--- config.mk ---
export PLATFORM = sky130hd
export DESIGN_NAME = pcos_top
export DESIGN_NICKNAME = d
export VERILOG_FILES = /design/src/pcos_pkg.sv /design/src/pcos_top.sv
export SDC_FILE = /design/constraint.sdc
export NUM_CORES = 1
export LEC_CHECK = 0
export ABC_AREA = 1
export BUFFER_PORTS_ARGS = -buffer_cell sky130_fd_sc_hd__buf_2
export CAP_MARGIN = 10
export CORE_MARGIN = 1.5
export CORE_UTILIZATION = 26
export CTS_CLUSTER_SIZE = 28
export DETAILED_ROUTE_END_ITERATION = 6
export GPL_ROUTABILITY_DRIVEN = 0
export REMOVE_ABC_BUFFERS = 1
export SLEW_MARGIN = 10
export SYNTH_ARGS = -nofsm -noshare
export SYNTH_HDL_FRONTEND = slang
export SYNTH_SLANG_ARGS = --single-unit
--- constraint.sdc ---
create_clock -name clk -period 16.2 [get_ports clk]
set_input_delay 0.81 -clock clk [delete_from_list [all_inputs] [get_ports clk]]
set_output_delay 0.81 -clock clk [all_outputs]
set_load 0.02 [all_outputs]
--- src/pcos_pkg.sv ---
// Function
// - Sensor fault drives control output at the safe failure percentage.
// - Safe value holds while fault lasts; normal control resumes after.
// - On/off mode accepts only 0 or 100 as failure percentage.
// - PID mode accepts any failure percentage from 0 to 100.
// - Loop-break timer in minutes flags an event if PV fails to react.
// - Channels assigned loop-break follow the loop-break event.
// - Loop-break interval of zero disables detection.
// - Startup shows version for 3 s, then PV/SP and outputs on.
// - Held parameter key steps through five levels every 2 s, wrapping.
// - Release enters level; short press steps on, back key steps back.
// - Password prompt precedes first parameter of the protected level.
// - Tuning indicator stays lit for the whole tuning run.
// - Output indicator follows the real state of the control output.
// - Autotune selection is off, standard or accurate.
// - Proportional band 0 to 500.0 percent; zero selects on/off.
// - Integral rate 0 to 24.00, shown only with nonzero band.
// - Derivative time 0 to 250.0 s, shown only with nonzero band.
// - PID output is time-proportioned over a 0.5 to 100.0 s cycle.
// - Hysteresis applies only in on/off mode.
// - Reverse turns on below setpoint; direct turns on above it.
// - Soft start limits output rise rate; zero disables it.
// - Four channels each pick off, control, A1, A2, A1|A2 or loop-break.
package pcos_pkg;
   localparam int CLK_NS = 8;
   localparam int TICK_MS = 100;
   localparam int TICK_CYC = TICK_MS * 1000000 / CLK_NS;
   localparam int STARTUP_MS = 3000;
   localparam int STARTUP_TICKS = STARTUP_MS / TICK_MS;
   localparam int LEVEL_MS = 2000;
   localparam int LEVEL_TICKS = LEVEL_MS / TICK_MS;
   localparam int SEC_TICKS = 1000 / TICK_MS;
   localparam int MIN_TICKS = 60000 / TICK_MS;
   localparam logic [7:0] A_CTRL = 8'h00;
   localparam logic [7:0] A_PB = 8'h04;
   localparam logic [7:0] A_IR = 8'h08;
   localparam logic [7:0] A_DT = 8'h0c;
   localparam logic [7:0] A_CT = 8'h10;
   localparam logic [7:0] A_HYST = 8'h14;
   localparam logic [7:0] A_SOFT = 8'h18;
   localparam logic [7:0] A_OUTSEL = 8'h1c;
   localparam logic [7:0] A_SFOUT = 8'h20;
   localparam logic [7:0] A_LBDT = 8'h24;
   localparam logic [7:0] A_STAT = 8'h28;
   localparam logic [7:0] A_VER = 8'h2c;
   localparam logic [15:0] FW_VERSION = 16'h0101; // Arbitrary value
   localparam int CTRL_TUNE_LSB = 0;
   localparam int CTRL_DIR_BIT = 2;
   localparam int CTRL_PROT_LSB = 4;
   localparam logic [15:0] PB_MAX = 16'h1388;
   localparam logic [15:0] IR_MAX = 16'h0960;
   localparam logic [15:0] DT_MAX = 16'h09c4;
   localparam logic [15:0] CT_MIN = 16'h0005;
   localparam logic [15:0] CT_MAX = 16'h03e8;
   localparam logic [6:0] PCT_FULL = 7'h64;
   localparam logic [1:0] TUNE_MAX = 2'h2;
   localparam logic [2:0] LAST_LEVEL = 3'h4;
   localparam logic [15:0] PB_RST = 16'h0000;
   localparam logic [15:0] CT_RST = 16'h0064;
   localparam logic [11:0] OUTSEL_RST = 12'h001;
   localparam logic [2:0] PROT_RST = 3'h7;
   localparam int NUM_CH = 4;
   typedef enum logic [2:0] {
      CH_OFF = 3'h0, CH_CTRL = 3'h1, CH_A1 = 3'h2,
      CH_A2 = 3'h3, CH_AOR = 3'h4, CH_LBD = 3'h5
   } pcos_chfn_t;
   typedef enum logic [1:0] {NAV_VIEW = 2'b01, NAV_HELD = 2'b10} pcos_nav_t;
   localparam logic [1:0] DISP_VERSION = 2'h0;
   localparam logic [1:0] DISP_PV = 2'h1;
   localparam logic [1:0] DISP_PARAM = 2'h2;
   typedef struct packed {
      logic [1:0] mode;
      logic [2:0] level;
      logic [3:0] param;
      logic pass_prompt;
      logic lbd_shown;
   } pcos_disp_t;
endpackage : pcos_pkg

--- src/pcos_top.sv ---
// The implementer's own choices: the address-and-strobe port and the placing of the registers.
`timescale 1ns/1ps
`default_nettype none
module pcos_top
   import pcos_pkg::*;
#(
   parameter int TICK_CYCLES = TICK_CYC
)
(
   input wire logic clk, // 125 MHz
   input wire logic rst_n, // Async reset
   input wire logic [7:0] addr, // Register address
   input wire logic [15:0] wdata, // Write data
   input wire logic wr, // Write strobe
   input wire logic rd, // Read strobe
   output logic [15:0] rdata, // Read data, cycle after rd
   input wire logic signed [15:0] pv, // Process value
   input wire logic signed [15:0] sp, // Setpoint
   input wire logic sensor_fault_pin, // Input fault, async
   input wire logic [6:0] pid_mv, // PID result percent
   input wire logic tune_busy, // Autotune run active
   input wire logic alarm1, // Alarm 1 state
   input wire logic alarm2, // Alarm 2 state
   input wire logic key_param_pin, // Parameter key, async
   input wire logic key_back_pin, // Back key, async
   output logic [NUM_CH-1:0] out_ch, // Output channels
   output logic ind_out, // Output indicator
   output logic ind_tune, // Tuning indicator
   output logic [1:0] tune_req, // Autotune selection
   output logic [6:0] manipulated_output, // Applied output percent
   output pcos_disp_t disp // Display state
);
   logic [2:0] s1_r, s2_r;
   logic sens_fault, key_p, key_b;
   logic [23:0] tick_cnt_r;
   logic tick;
   logic [4:0] st_cnt_r;
   logic run_r;
   logic [1:0] tune_sel_r;
   logic dir_r;
   logic [2:0] prot_r;
   logic [15:0] pb_r, ir_r, dt_r, ct_r, hyst_r, soft_r;
   logic [11:0] outsel_r;
   logic [6:0] sf_pct_r;
   logic [7:0] lbd_t_r;
   logic onoff_mode;
   logic [6:0] sf_eff, pid_c, mv_nxt, mv_r;
   logic onoff_r;
   logic signed [16:0] sp_hi, sp_lo;
   logic [6:0] ss_lim_r;
   logic [19:0] ss_acc_r, ss_span;
   logic [9:0] pw_cnt_r;
   logic ctrl_r;
   logic [17:0] lbd_tmr_r;
   logic signed [15:0] snap_r;
   logic [6:0] mv_prev_r;
   logic lbd_r, lbd_restart, expect_rise, reacted;
   logic [NUM_CH-1:0] out_ch_r;
   logic ind_out_r, ind_tune_r;
   logic [15:0] rdata_r;
   pcos_nav_t nav_r;
   logic [4:0] hold_cnt_r;
   logic advanced_r, kp_prev_r, kb_prev_r, pass_r;
   logic [2:0] level_r;
   logic [3:0] param_r;

   // Async pins resynchronised; s1_r feeds only s2_r
   always_ff @(posedge clk or negedge rst_n)
      if (!rst_n)
      begin
         s1_r <= 3'h0;
         s2_r <= 3'h0;
      end
      else
      begin
         s1_r <= {sensor_fault_pin, key_param_pin, key_back_pin};
         s2_r <= s1_r;
      end
   assign sens_fault = s2_r[2];
   assign key_p = s2_r[1];
   assign key_b = s2_r[0];

   // 100 ms time base for all long timers
   assign tick = (tick_cnt_r == 24'(TICK_CYCLES - 1));
   always_ff @(posedge clk or negedge rst_n)
      if (!rst_n)
         tick_cnt_r <= 24'h0;
      else
         tick_cnt_r <= tick ? 24'h0 : tick_cnt_r + 24'h1;

   always_ff @(posedge clk or negedge rst_n)
      if (!rst_n)
      begin
         st_cnt_r <= 5'h0;
         run_r <= 1'b0;
      end
      else if (tick && !run_r)
      begin
         st_cnt_r <= st_cnt_r + 5'h1;
         if (st_cnt_r == 5'(STARTUP_TICKS - 1))
            run_r <= 1'b1;
      end

   assign onoff_mode = (pb_r == 16'h0);

   // Out-of-range writes leave the old setting in place
   always_ff @(posedge clk or negedge rst_n)
      if (!rst_n)
      begin
         tune_sel_r <= 2'h0;
         dir_r <= 1'b0;
         prot_r <= PROT_RST;
         pb_r <= PB_RST;
         ir_r <= 16'h0;
         dt_r <= 16'h0;
         ct_r <= CT_RST;
         hyst_r <= 16'h0;
         soft_r <= 16'h0;
         outsel_r <= OUTSEL_RST;
         sf_pct_r <= 7'h0;
         lbd_t_r <= 8'h0;
      end
      else if (wr)
         case (addr)
            A_CTRL:
            begin
               if (wdata[CTRL_TUNE_LSB +: 2] <= TUNE_MAX)
                  tune_sel_r <= wdata[CTRL_TUNE_LSB +: 2];
               dir_r <= wdata[CTRL_DIR_BIT];
               prot_r <= wdata[CTRL_PROT_LSB +: 3];
            end
            A_PB: if (wdata <= PB_MAX) pb_r <= wdata;
            A_IR: if (wdata <= IR_MAX) ir_r <= wdata;
            A_DT: if (wdata <= DT_MAX) dt_r <= wdata;
            A_CT:
               if (wdata >= CT_MIN && wdata <= CT_MAX)
                  ct_r <= wdata;
            A_HYST: hyst_r <= wdata;
            A_SOFT: soft_r <= wdata;
            A_OUTSEL: outsel_r <= wdata[11:0];
            A_SFOUT:
               if (onoff_mode ? (wdata == 16'h0 || wdata == 16'(PCT_FULL))
                              : (wdata <= 16'(PCT_FULL)))
                  sf_pct_r <= wdata[6:0];
            A_LBDT: lbd_t_r <= wdata[7:0];
            default: ;
         endcase

   // PID terms read as zero while on/off mode hides them
   always_ff @(posedge clk or negedge rst_n)
      if (!rst_n)
         rdata_r <= 16'h0;
      else if (rd)
         case (addr)
            A_CTRL: rdata_r <= {9'h0, prot_r, 1'b0, dir_r, tune_sel_r};
            A_PB: rdata_r <= pb_r;
            A_IR: rdata_r <= onoff_mode ? 16'h0 : ir_r;
            A_DT: rdata_r <= onoff_mode ? 16'h0 : dt_r;
            A_CT: rdata_r <= onoff_mode ? 16'h0 : ct_r;
            A_HYST: rdata_r <= hyst_r;
            A_SOFT: rdata_r <= soft_r;
            A_OUTSEL: rdata_r <= {4'h0, outsel_r};
            A_SFOUT: rdata_r <= {9'h0, sf_pct_r};
            A_LBDT: rdata_r <= {8'h0, lbd_t_r};
            A_STAT: rdata_r <= {out_ch_r, 4'h0, ctrl_r, sens_fault,
                                ind_tune_r, lbd_r, mv_r[3:0]};
            A_VER: rdata_r <= FW_VERSION;
            default: rdata_r <= 16'h0;
         endcase
   assign rdata = rdata_r;

   // On/off with hysteresis band above/below setpoint
   assign sp_hi = 17'(sp) + 17'(signed'({1'b0, hyst_r[14:0]}));
   assign sp_lo = 17'(sp) - 17'(signed'({1'b0, hyst_r[14:0]}));
   always_ff @(posedge clk or negedge rst_n)
      if (!rst_n)
         onoff_r <= 1'b0;
      else if (!dir_r)
      begin
         if (pv < sp) onoff_r <= 1'b1;
         else if (17'(pv) >= sp_hi) onoff_r <= 1'b0;
      end
      else
      begin
         if (pv > sp) onoff_r <= 1'b1;
         else if (17'(pv) <= sp_lo) onoff_r <= 1'b0;
      end

   // Soft start ramp: lim rises 100 steps over soft_r seconds, or over 10 s when soft_r is below 10
   assign ss_span = 20'(soft_r * 16'(SEC_TICKS));
   always_ff @(posedge clk or negedge rst_n)
      if (!rst_n)
      begin
         ss_lim_r <= 7'h0;
         ss_acc_r <= 20'h0;
      end
      else if (!run_r)
      begin
         ss_lim_r <= 7'h0;
         ss_acc_r <= 20'h0;
      end
      else if (soft_r == 16'h0)
         ss_lim_r <= PCT_FULL;
      else if (tick && ss_lim_r < PCT_FULL)
      begin
         if (ss_acc_r + 20'(PCT_FULL) >= ss_span)
         begin
            ss_acc_r <= ss_acc_r + 20'(PCT_FULL) - ss_span;
            ss_lim_r <= ss_lim_r + 7'h1;
         end
         else
            ss_acc_r <= ss_acc_r + 20'(PCT_FULL);
      end

   assign sf_eff = onoff_mode ? ((sf_pct_r != 7'h0) ? PCT_FULL : 7'h0)
                              : sf_pct_r;
   assign pid_c = (pid_mv > PCT_FULL) ? PCT_FULL : pid_mv;
   always_comb
   begin
      mv_nxt = onoff_mode ? (onoff_r ? PCT_FULL : 7'h0) : pid_c;
      if (mv_nxt > ss_lim_r)
         mv_nxt = ss_lim_r;
      if (sens_fault)
         mv_nxt = sf_eff;
   end
   always_ff @(posedge clk or negedge rst_n)
      if (!rst_n)
         mv_r <= 7'h0;
      else
         mv_r <= mv_nxt;
   assign manipulated_output = mv_r;

   // Pulse period counted in 100 ms ticks, matching 0.1 s units
   always_ff @(posedge clk or negedge rst_n)
      if (!rst_n)
         pw_cnt_r <= 10'h0;
      else if (tick)
         pw_cnt_r <= (11'(pw_cnt_r) + 11'h1 >= 11'(ct_r)) ? 10'h0
                                                          : pw_cnt_r + 10'h1;
   always_ff @(posedge clk or negedge rst_n)
      if (!rst_n)
         ctrl_r <= 1'b0;
      else if (onoff_mode)
         ctrl_r <= run_r && (mv_r == PCT_FULL);
      else
         ctrl_r <= run_r && (17'(pw_cnt_r) * 17'(PCT_FULL) <
                             17'(mv_r) * 17'(ct_r[9:0]));

   // Loop break: output held saturated, PV must move the expected way
   assign expect_rise = (mv_r == PCT_FULL) ^ dir_r;
   assign reacted = expect_rise ? (pv > snap_r) : (pv < snap_r);
   assign lbd_restart = !run_r || lbd_t_r == 8'h0 || mv_r != mv_prev_r ||
                        (mv_r != PCT_FULL && mv_r != 7'h0);
   always_ff @(posedge clk or negedge rst_n)
      if (!rst_n)
      begin
         lbd_tmr_r <= 18'h0;
         snap_r <= 16'sh0;
         mv_prev_r <= 7'h0;
         lbd_r <= 1'b0;
      end
      else
      begin
         mv_prev_r <= mv_r;
         if (lbd_restart)
         begin
            lbd_tmr_r <= 18'h0;
            snap_r <= pv;
            if (lbd_t_r == 8'h0 || !run_r)
               lbd_r <= 1'b0;
         end
         else if (tick)
         begin
            if (lbd_tmr_r + 18'h1 >= 18'(lbd_t_r) * 18'(MIN_TICKS))
            begin
               lbd_tmr_r <= 18'h0;
               snap_r <= pv;
               lbd_r <= !reacted;
            end
            else
               lbd_tmr_r <= lbd_tmr_r + 18'h1;
         end
      end

   generate
      for (genvar i = 0; i < NUM_CH; i++)
      begin : g_ch
         always_ff @(posedge clk or negedge rst_n)
            if (!rst_n)
               out_ch_r[i] <= 1'b0;
            else if (!run_r)
               out_ch_r[i] <= 1'b0;
            else
               case (outsel_r[3*i +: 3])
                  CH_CTRL: out_ch_r[i] <= ctrl_r;
                  CH_A1: out_ch_r[i] <= alarm1;
                  CH_A2: out_ch_r[i] <= alarm2;
                  CH_AOR: out_ch_r[i] <= alarm1 | alarm2;
                  CH_LBD: out_ch_r[i] <= lbd_r;
                  default: out_ch_r[i] <= 1'b0;
               endcase
      end
   endgenerate
   assign out_ch = out_ch_r;

   always_ff @(posedge clk or negedge rst_n)
      if (!rst_n)
      begin
         ind_out_r <= 1'b0;
         ind_tune_r <= 1'b0;
      end
      else
      begin
         ind_out_r <= run_r & ctrl_r;
         ind_tune_r <= tune_busy;
      end
   assign ind_out = ind_out_r;
   assign ind_tune = ind_tune_r;
   assign tune_req = tune_sel_r;

   // Key navigation; keys ignored during the version screen
   always_ff @(posedge clk or negedge rst_n)
      if (!rst_n)
      begin
         nav_r <= NAV_VIEW;
         hold_cnt_r <= 5'h0;
         advanced_r <= 1'b0;
         kp_prev_r <= 1'b0;
         kb_prev_r <= 1'b0;
         pass_r <= 1'b0;
         level_r <= 3'h0;
         param_r <= 4'h0;
      end
      else
      begin
         kp_prev_r <= key_p;
         kb_prev_r <= key_b;
         case (nav_r)
            NAV_VIEW:
               if (run_r && key_p && !kp_prev_r)
               begin
                  nav_r <= NAV_HELD;
                  hold_cnt_r <= 5'h0;
                  advanced_r <= 1'b0;
               end
               else if (run_r && key_b && !kb_prev_r && !pass_r &&
                        param_r != 4'h0)
                  param_r <= param_r - 4'h1;
            NAV_HELD:
               if (!key_p)
               begin
                  nav_r <= NAV_VIEW;
                  if (advanced_r)
                     pass_r <= (level_r == prot_r);
                  else if (pass_r)
                     pass_r <= 1'b0;
                  else if (param_r != 4'hf)
                     param_r <= param_r + 4'h1;
               end
               else if (tick)
               begin
                  if (hold_cnt_r == 5'(LEVEL_TICKS - 1))
                  begin
                     hold_cnt_r <= 5'h0;
                     advanced_r <= 1'b1;
                     level_r <= (level_r == LAST_LEVEL) ? 3'h0
                                                        : level_r + 3'h1;
                     param_r <= 4'h0;
                     pass_r <= 1'b0;
                  end
                  else
                     hold_cnt_r <= hold_cnt_r + 5'h1;
               end
            default: nav_r <= NAV_VIEW;
         endcase
      end

   always_comb
   begin
      disp.level = level_r;
      disp.param = param_r;
      disp.pass_prompt = pass_r;
      disp.lbd_shown = lbd_r;
      if (!run_r)
         disp.mode = DISP_VERSION;
      else if (level_r == 3'h0 && param_r == 4'h0 && !pass_r)
         disp.mode = DISP_PV;
      else
         disp.mode = DISP_PARAM;
   end
endmodule : pcos_top
`default_nettype wire

* Word-level counts from Yosys, hierarchy flattened
Cells that the tools add are included.
** Word-level totals
- Flip-flop bits (word level) :: 293
- Input port bits :: 73
** Cells by class
- Add/subtract/negate cells :: 14
- $mul :: 4
- $lt $le $gt $ge :: 20
- Equality and inequality tests :: 63
- Mux-type cells :: 76
- Bitwise operators :: 3
- Reductions and logical operators :: 60
** Operators by type and width (number)
- $pmux W16 S12 :: 1
- $mux W16 :: 6
- $mux W20 :: 4
- $mux W7 :: 11
- $mux W18 :: 3
- $logic_not A16 Y1 :: 3
- $eq A8 B5 Y1 const B :: 4
- $eq A8 B6 Y1 const B :: 4
- $gt A16 B16 Y1 :: 2
- $le A16 B12 Y1 const B :: 2
- $lt A16 B16 Y1 :: 2
- $mux W4 :: 8
- $eq A3 B3 Y1 const B :: 9
- $add A24 B1 Y24 const B :: 1
- $eq A24 B24 Y1 const B :: 1
- $eq A3 B2 Y1 const B :: 8
- $mux W1 :: 24
- $mux W24 :: 1
- $reduce_and A3 Y1 :: 8
- $reduce_and A2 Y1 :: 11
- $add A20 B7 Y20 const B :: 1
- $ge A20 B20 Y1 :: 1
- $mux W5 :: 4
- $pmux W1 S5 :: 4
- 67 further kinds :: 117

* Longest topological paths before layout
- Depth in word-level cells :: 7
- Depth in mapped cells :: 28
- Depth with buffers taken out :: 27

* Worst setup path after synthesis
OpenSTA, ideal clock, no wires.
- Path type :: reg2reg
- Start point :: reg mv_r[6] (netlist: manipulated_output[6])
- End point :: reg ctrl_r
- Library setup time :: 0.078 ns
- Arrival :: 5.208 ns
- Setup slack :: 10.914 ns
- Cell stages (with the launch flop) :: 27
- Buffers on the path :: 1
- Clock period less this slack :: 5.286 ns
- Path through :: dfrtp_1 -> clkbuf_1 -> nand2_1 -> fa_1 -> fa_1 -> inv_1 -> fa_1 -> inv_1 -> fa_1 -> inv_1 -> ha_1 -> nand2_1 -> inv_1 -> a21boi_0 -> inv_1 -> a21o_1 -> nand3_1 -> nand2_1 -> xor2_1 -> ha_1 -> nand2_1 -> inv_1 -> o21ai_0 -> nand2_1 -> nor2_1 -> nand4_1 -> a21oi_1
** Between the ends
- Cells in the longest elaborated chain, start to end :: 4
- Elaborated cells on any way between the ends :: 6
- Those cells by class :: mul (1); order compare (1); eq/ne (1); mux (1); reduce/logical (2)
** RTL lines
- start: declaration :: RTL line pcos_top.sv:47 : logic [6:0] sf_eff, pid_c, mv_nxt, mv_r;
- start signal: assignment :: RTL line pcos_top.sv:230 : mv_r <= mv_nxt;
- $mul A7 B10 Y17 :: RTL line pcos_top.sv:247 : 17'(mv_r) * 17'(ct_r[9:0]));
- $lt A17 B17 Y1 :: RTL line pcos_top.sv:246 : ctrl_r <= run_r && (17'(pw_cnt_r) * 17'(PCT_FULL) <
- $logic_and A1 B1 Y1 :: RTL line pcos_top.sv:246
- $mux W1 (*) :: RTL line pcos_top.sv:243 : else if (onoff_mode)
- end signal: assignment :: RTL line pcos_top.sv:244 : ctrl_r <= run_r && (mv_r == PCT_FULL);
- end signal: assignment :: RTL line pcos_top.sv:246
- end: declaration :: RTL line pcos_top.sv:53 : logic ctrl_r;
Every way passes the cells marked *; elsewhere a longest branch is shown, timed or not.
A chain may end at the register's enable or synchronous reset.

* Worst setup path in the final report
- Start point :: reg mv_r[3] (netlist: manipulated_output[3])
- End point :: reg ctrl_r
Same word-level chain as after synthesis.

==> impl_metrics.yaml <==
synth:
  synth_cell_types: 69
  syn_area_um2: 25220
  synth_edf_count: 0
  synthXorXnorAreaFrac: 0.04757
  synth.top_cell.area_share: 0.2817
  synth_compound_area_frac: 0.1287
  synth_area_leaders: "dfrtp_1 (28%), ha_1 (15%), nand2_1 (12%)"
  synth_top_cells_by_count: "nand2_1 (817), inv_1 (564), ha_1 (312), dfrtp_1 (284), o21ai_0 (227)"
  syn_avg_cell_area_um2: 7.436
  synthMuxAreaShare: 0.0008929
  ys_warn_count: 0
  synth_top_family_by_area: "simple AND/OR/NAND/NOR gates"
  ys.flop_type: "dfrtp_1"
  yosysSeqAreaShare: 0.2901
  yosys.area_share.simple: 0.2325
  syn_inst: 3392
  postSynth.asyncResetShare: 1.000
  yosysTopAreaCell: "dfrtp_1"
  synthAdderAreaFrac: 0.1984
  ys_ff_latch: 292
  yosysMostFrequentCell: "nand2_1"
drt:
  drtPass1Iterations: 6
  drc: 0
  wl_um: 76930
  wl_met3_um: 6994
  drt_iter0_markers: 1694
  wl_met2_um: 33200
  wl_met1_um: 34800
  antenna_left: 0
  dr_total_vias: 22376
  highest_layer: "met5"
  viasPerCell: 4.688
  wl_per_cell_um: 16.12
sta:
  slew_viol_final: 0
  worst_pin_slew_ps: 1158
  whs_ps: 255.2
  period_needed_ps: 5556
  hold_violations: 0
  period_share: 0.3430
  timing.setup.tns_ps: 0
  slew_headroom: 0.2250
  setup_violations: 0
  clock-skew-final_ps: 27.27
  rsz0062_at_grt: "false"
  fin_ws_ps: 10640
  fmax_mhz: 180.0
place:
  dp.final_hpwl_um: 60740
  dpl_worst_slack_ps: 10700
  dp_cells: 4706
  port_buffers: 114
  placed_cell_area_um2: 27030
clock_tree:
  cts.repair.resized: 0
  path_clk_slew_ps: 60
  root_buffer: "clkbuf_16"
  post_cts_buffers: 0
  cts.path.max_buffers: 3
  cts_hold_buf: 0
  cts_buffers: 36
  clkLatencyLatePin_ps: 580
  cts_tree: "done"
  clock_sinks: 292
  h-tree-depth: 2
finish:
  fillerInstances: 10578
  layout-drive-gt1-share: 0.07182
  syn2layout_area_growth_pct: 11.95
  fin_area_um2: 28240
  seqCellArea_um2: 7317
  num-nets-final: 3908
  multi_input_area_um2: 15340
  fin_cells: 4773
  post-route-util: 0.2929
pwr:
  vdd_drop_max_mv: 0.06389
  power_mw: 2.168
  combPwrFrac: 0.257
  p_int_mw: 1.428
  cellPowerDensity_nw_per_um2: 76.77
  p_sw_frac: 0.3411
  p_sw_mw: 0.7396
  clkPwrFrac: 0.390
  p_leak_nw: 15.06
  seqPwrFrac: 0.353
setup_path:
  end_kind: "register"
  crit_type: "register to register"
  crit_fanout: 15
  crit_path_start_kind: "register"
  critPathRequiredTime_ps: 16690
  cp.arrival_ps: 6050
floorplanning:
  die_x_um: 314.5
  io-pin-count: 115
  die_y_um: 314.5
  row_count: 114
  core_area_um2: 96420
  die_area_um2: 98890
  initial_utilization: 0.2616
status:
  status: "finished, final reports clean"
global_route:
  grt_pass1_wl_um: 121000
  grt_antenna_before_repair: 17
  grt_use_total: 0.1554
  grt_pass1_vias: 21597
  gr-total-overflow: 0
  grt_max_degree: 97
hold_path:
  min_path_type: "input pin to async pin"
job:
  drv_cap: 0
[registers in the layout, indices dropped and copies added (netlist names), 4 cells and up]
register,cells
tick_cnt_r,24
ss_acc_r,19
lbd_tmr_r,18
ct_r,16
dt_r,16
hyst_r,16
ir_r,16
pb_r,16
rdata,16
snap_r,16
soft_r,16
outsel_r,12
pw_cnt_r,10
lbd_t_r,8
manipulated_output,7
mv_prev_r,7
sf_pct_r,7
ss_lim_r,7
hold_cnt_r,5
st_cnt_r,5
out_ch,4
param_r,4
[worst max-delay path: stages (launching register included)]
cell and delay [ps]:
dfrtp_1 600, nand2_1 140, inv_1 60, fa_1 520
inv_1 50, fa_1 510, inv_1 70, fa_1 540
inv_1 60, fa_1 530, inv_1 40, ha_1 320
nand2_1 90, inv_1 40, a21boi_0 320, inv_1 100
a21o_1 190, nand3_1 70, nand2_1 70, xor2_1 160
ha_1 300, nand2_1 70, inv_1 30, o21ai_0 130
nand2_1 70, nor2_1 120, nand4_1 110, a21oi_1 150
[metal layers]
layer | track usage | vias to the layer above
met5 | 0 | -
met1 | 0.2123 | 10399
li1 | - | 11155
met2 | 0.2411 | 678
met4 | 0.04021 | 18
met3 | 0.04170 | 126
[final cells by class]
class / count / share of cell area
diodes: 2 / 0.0001772
clock buffers: 45 / 0.03451
clock inverters: 20 / 0.008064
inverters: 574 / 0.07630
multi-input cells: 2444 / 0.5432
flip-flops and latches: 292 / 0.2591
well taps: 1276 / 0.05654
repair buffers: 120 / 0.02215
[worst paths after layout]
kind	slack (ps)	end	depth (start not counted)	start
hold / removal	260	ss_acc_r[6]	1	rst_n
min in group clk	350	s1_r[2]	1	sensor_fault_pin
max in group asynchronous	13590	s1_r[0]	3	rst_n
setup reg to reg	10640	ctrl_r	27	manipulated_output[3]
setup / recovery	10640	ctrl_r	27	manipulated_output[3]
hold reg to reg	350	s2_r[2]	0	s1_r[2]
[cells in the final DEF (no fill, tap or decap), types with 8 or more instances in the layout]
cell type	n
nor2_1	201
fa_1	55
xnor2_1	47
o21ai_0	227
nand2_1	817
or2_2	12
inv_1	564
o21ai_1	20
o21bai_1	9
dfstp_2	8
nand3_1	188
inv_2	9
nor3_1	49
ha_1	312
clkbuf_16	36
a21o_1	11
buf_2	113
xor2_1	90
o211ai_1	27
a31oi_1	10
a21oi_1	181
nand4_1	49
o22ai_1	25
o21a_1	9
dfrtp_1	284
a21boi_0	9
[kinds of logic (layout without fill, tap and decap cells)]
group | after synthesis | in the layout
mux | 2 | 2
flops | 292 | 292
compound gates | 568 | 568
other cells | 0 | 2
xor+xnor | 137 | 137
simple gates | 1370 | 1370
buf+inv | 656 | 759
fa+ha+maj | 367 | 367
[power by group through the flow]
stage	registers [mW]	clock network, mW	logic (mW)
2_1_floorplan	0.772	0	0.396
5_1_grt	0.767	0.892	0.641
3_3_place_gp	0.778	0	0.547
4_1_cts	0.765	0.864	0.561
6_report	0.765	0.845	0.557
3_5_place_dp	0.778	0	0.557
Note: power is estimated with default switching activity, not from simulation.
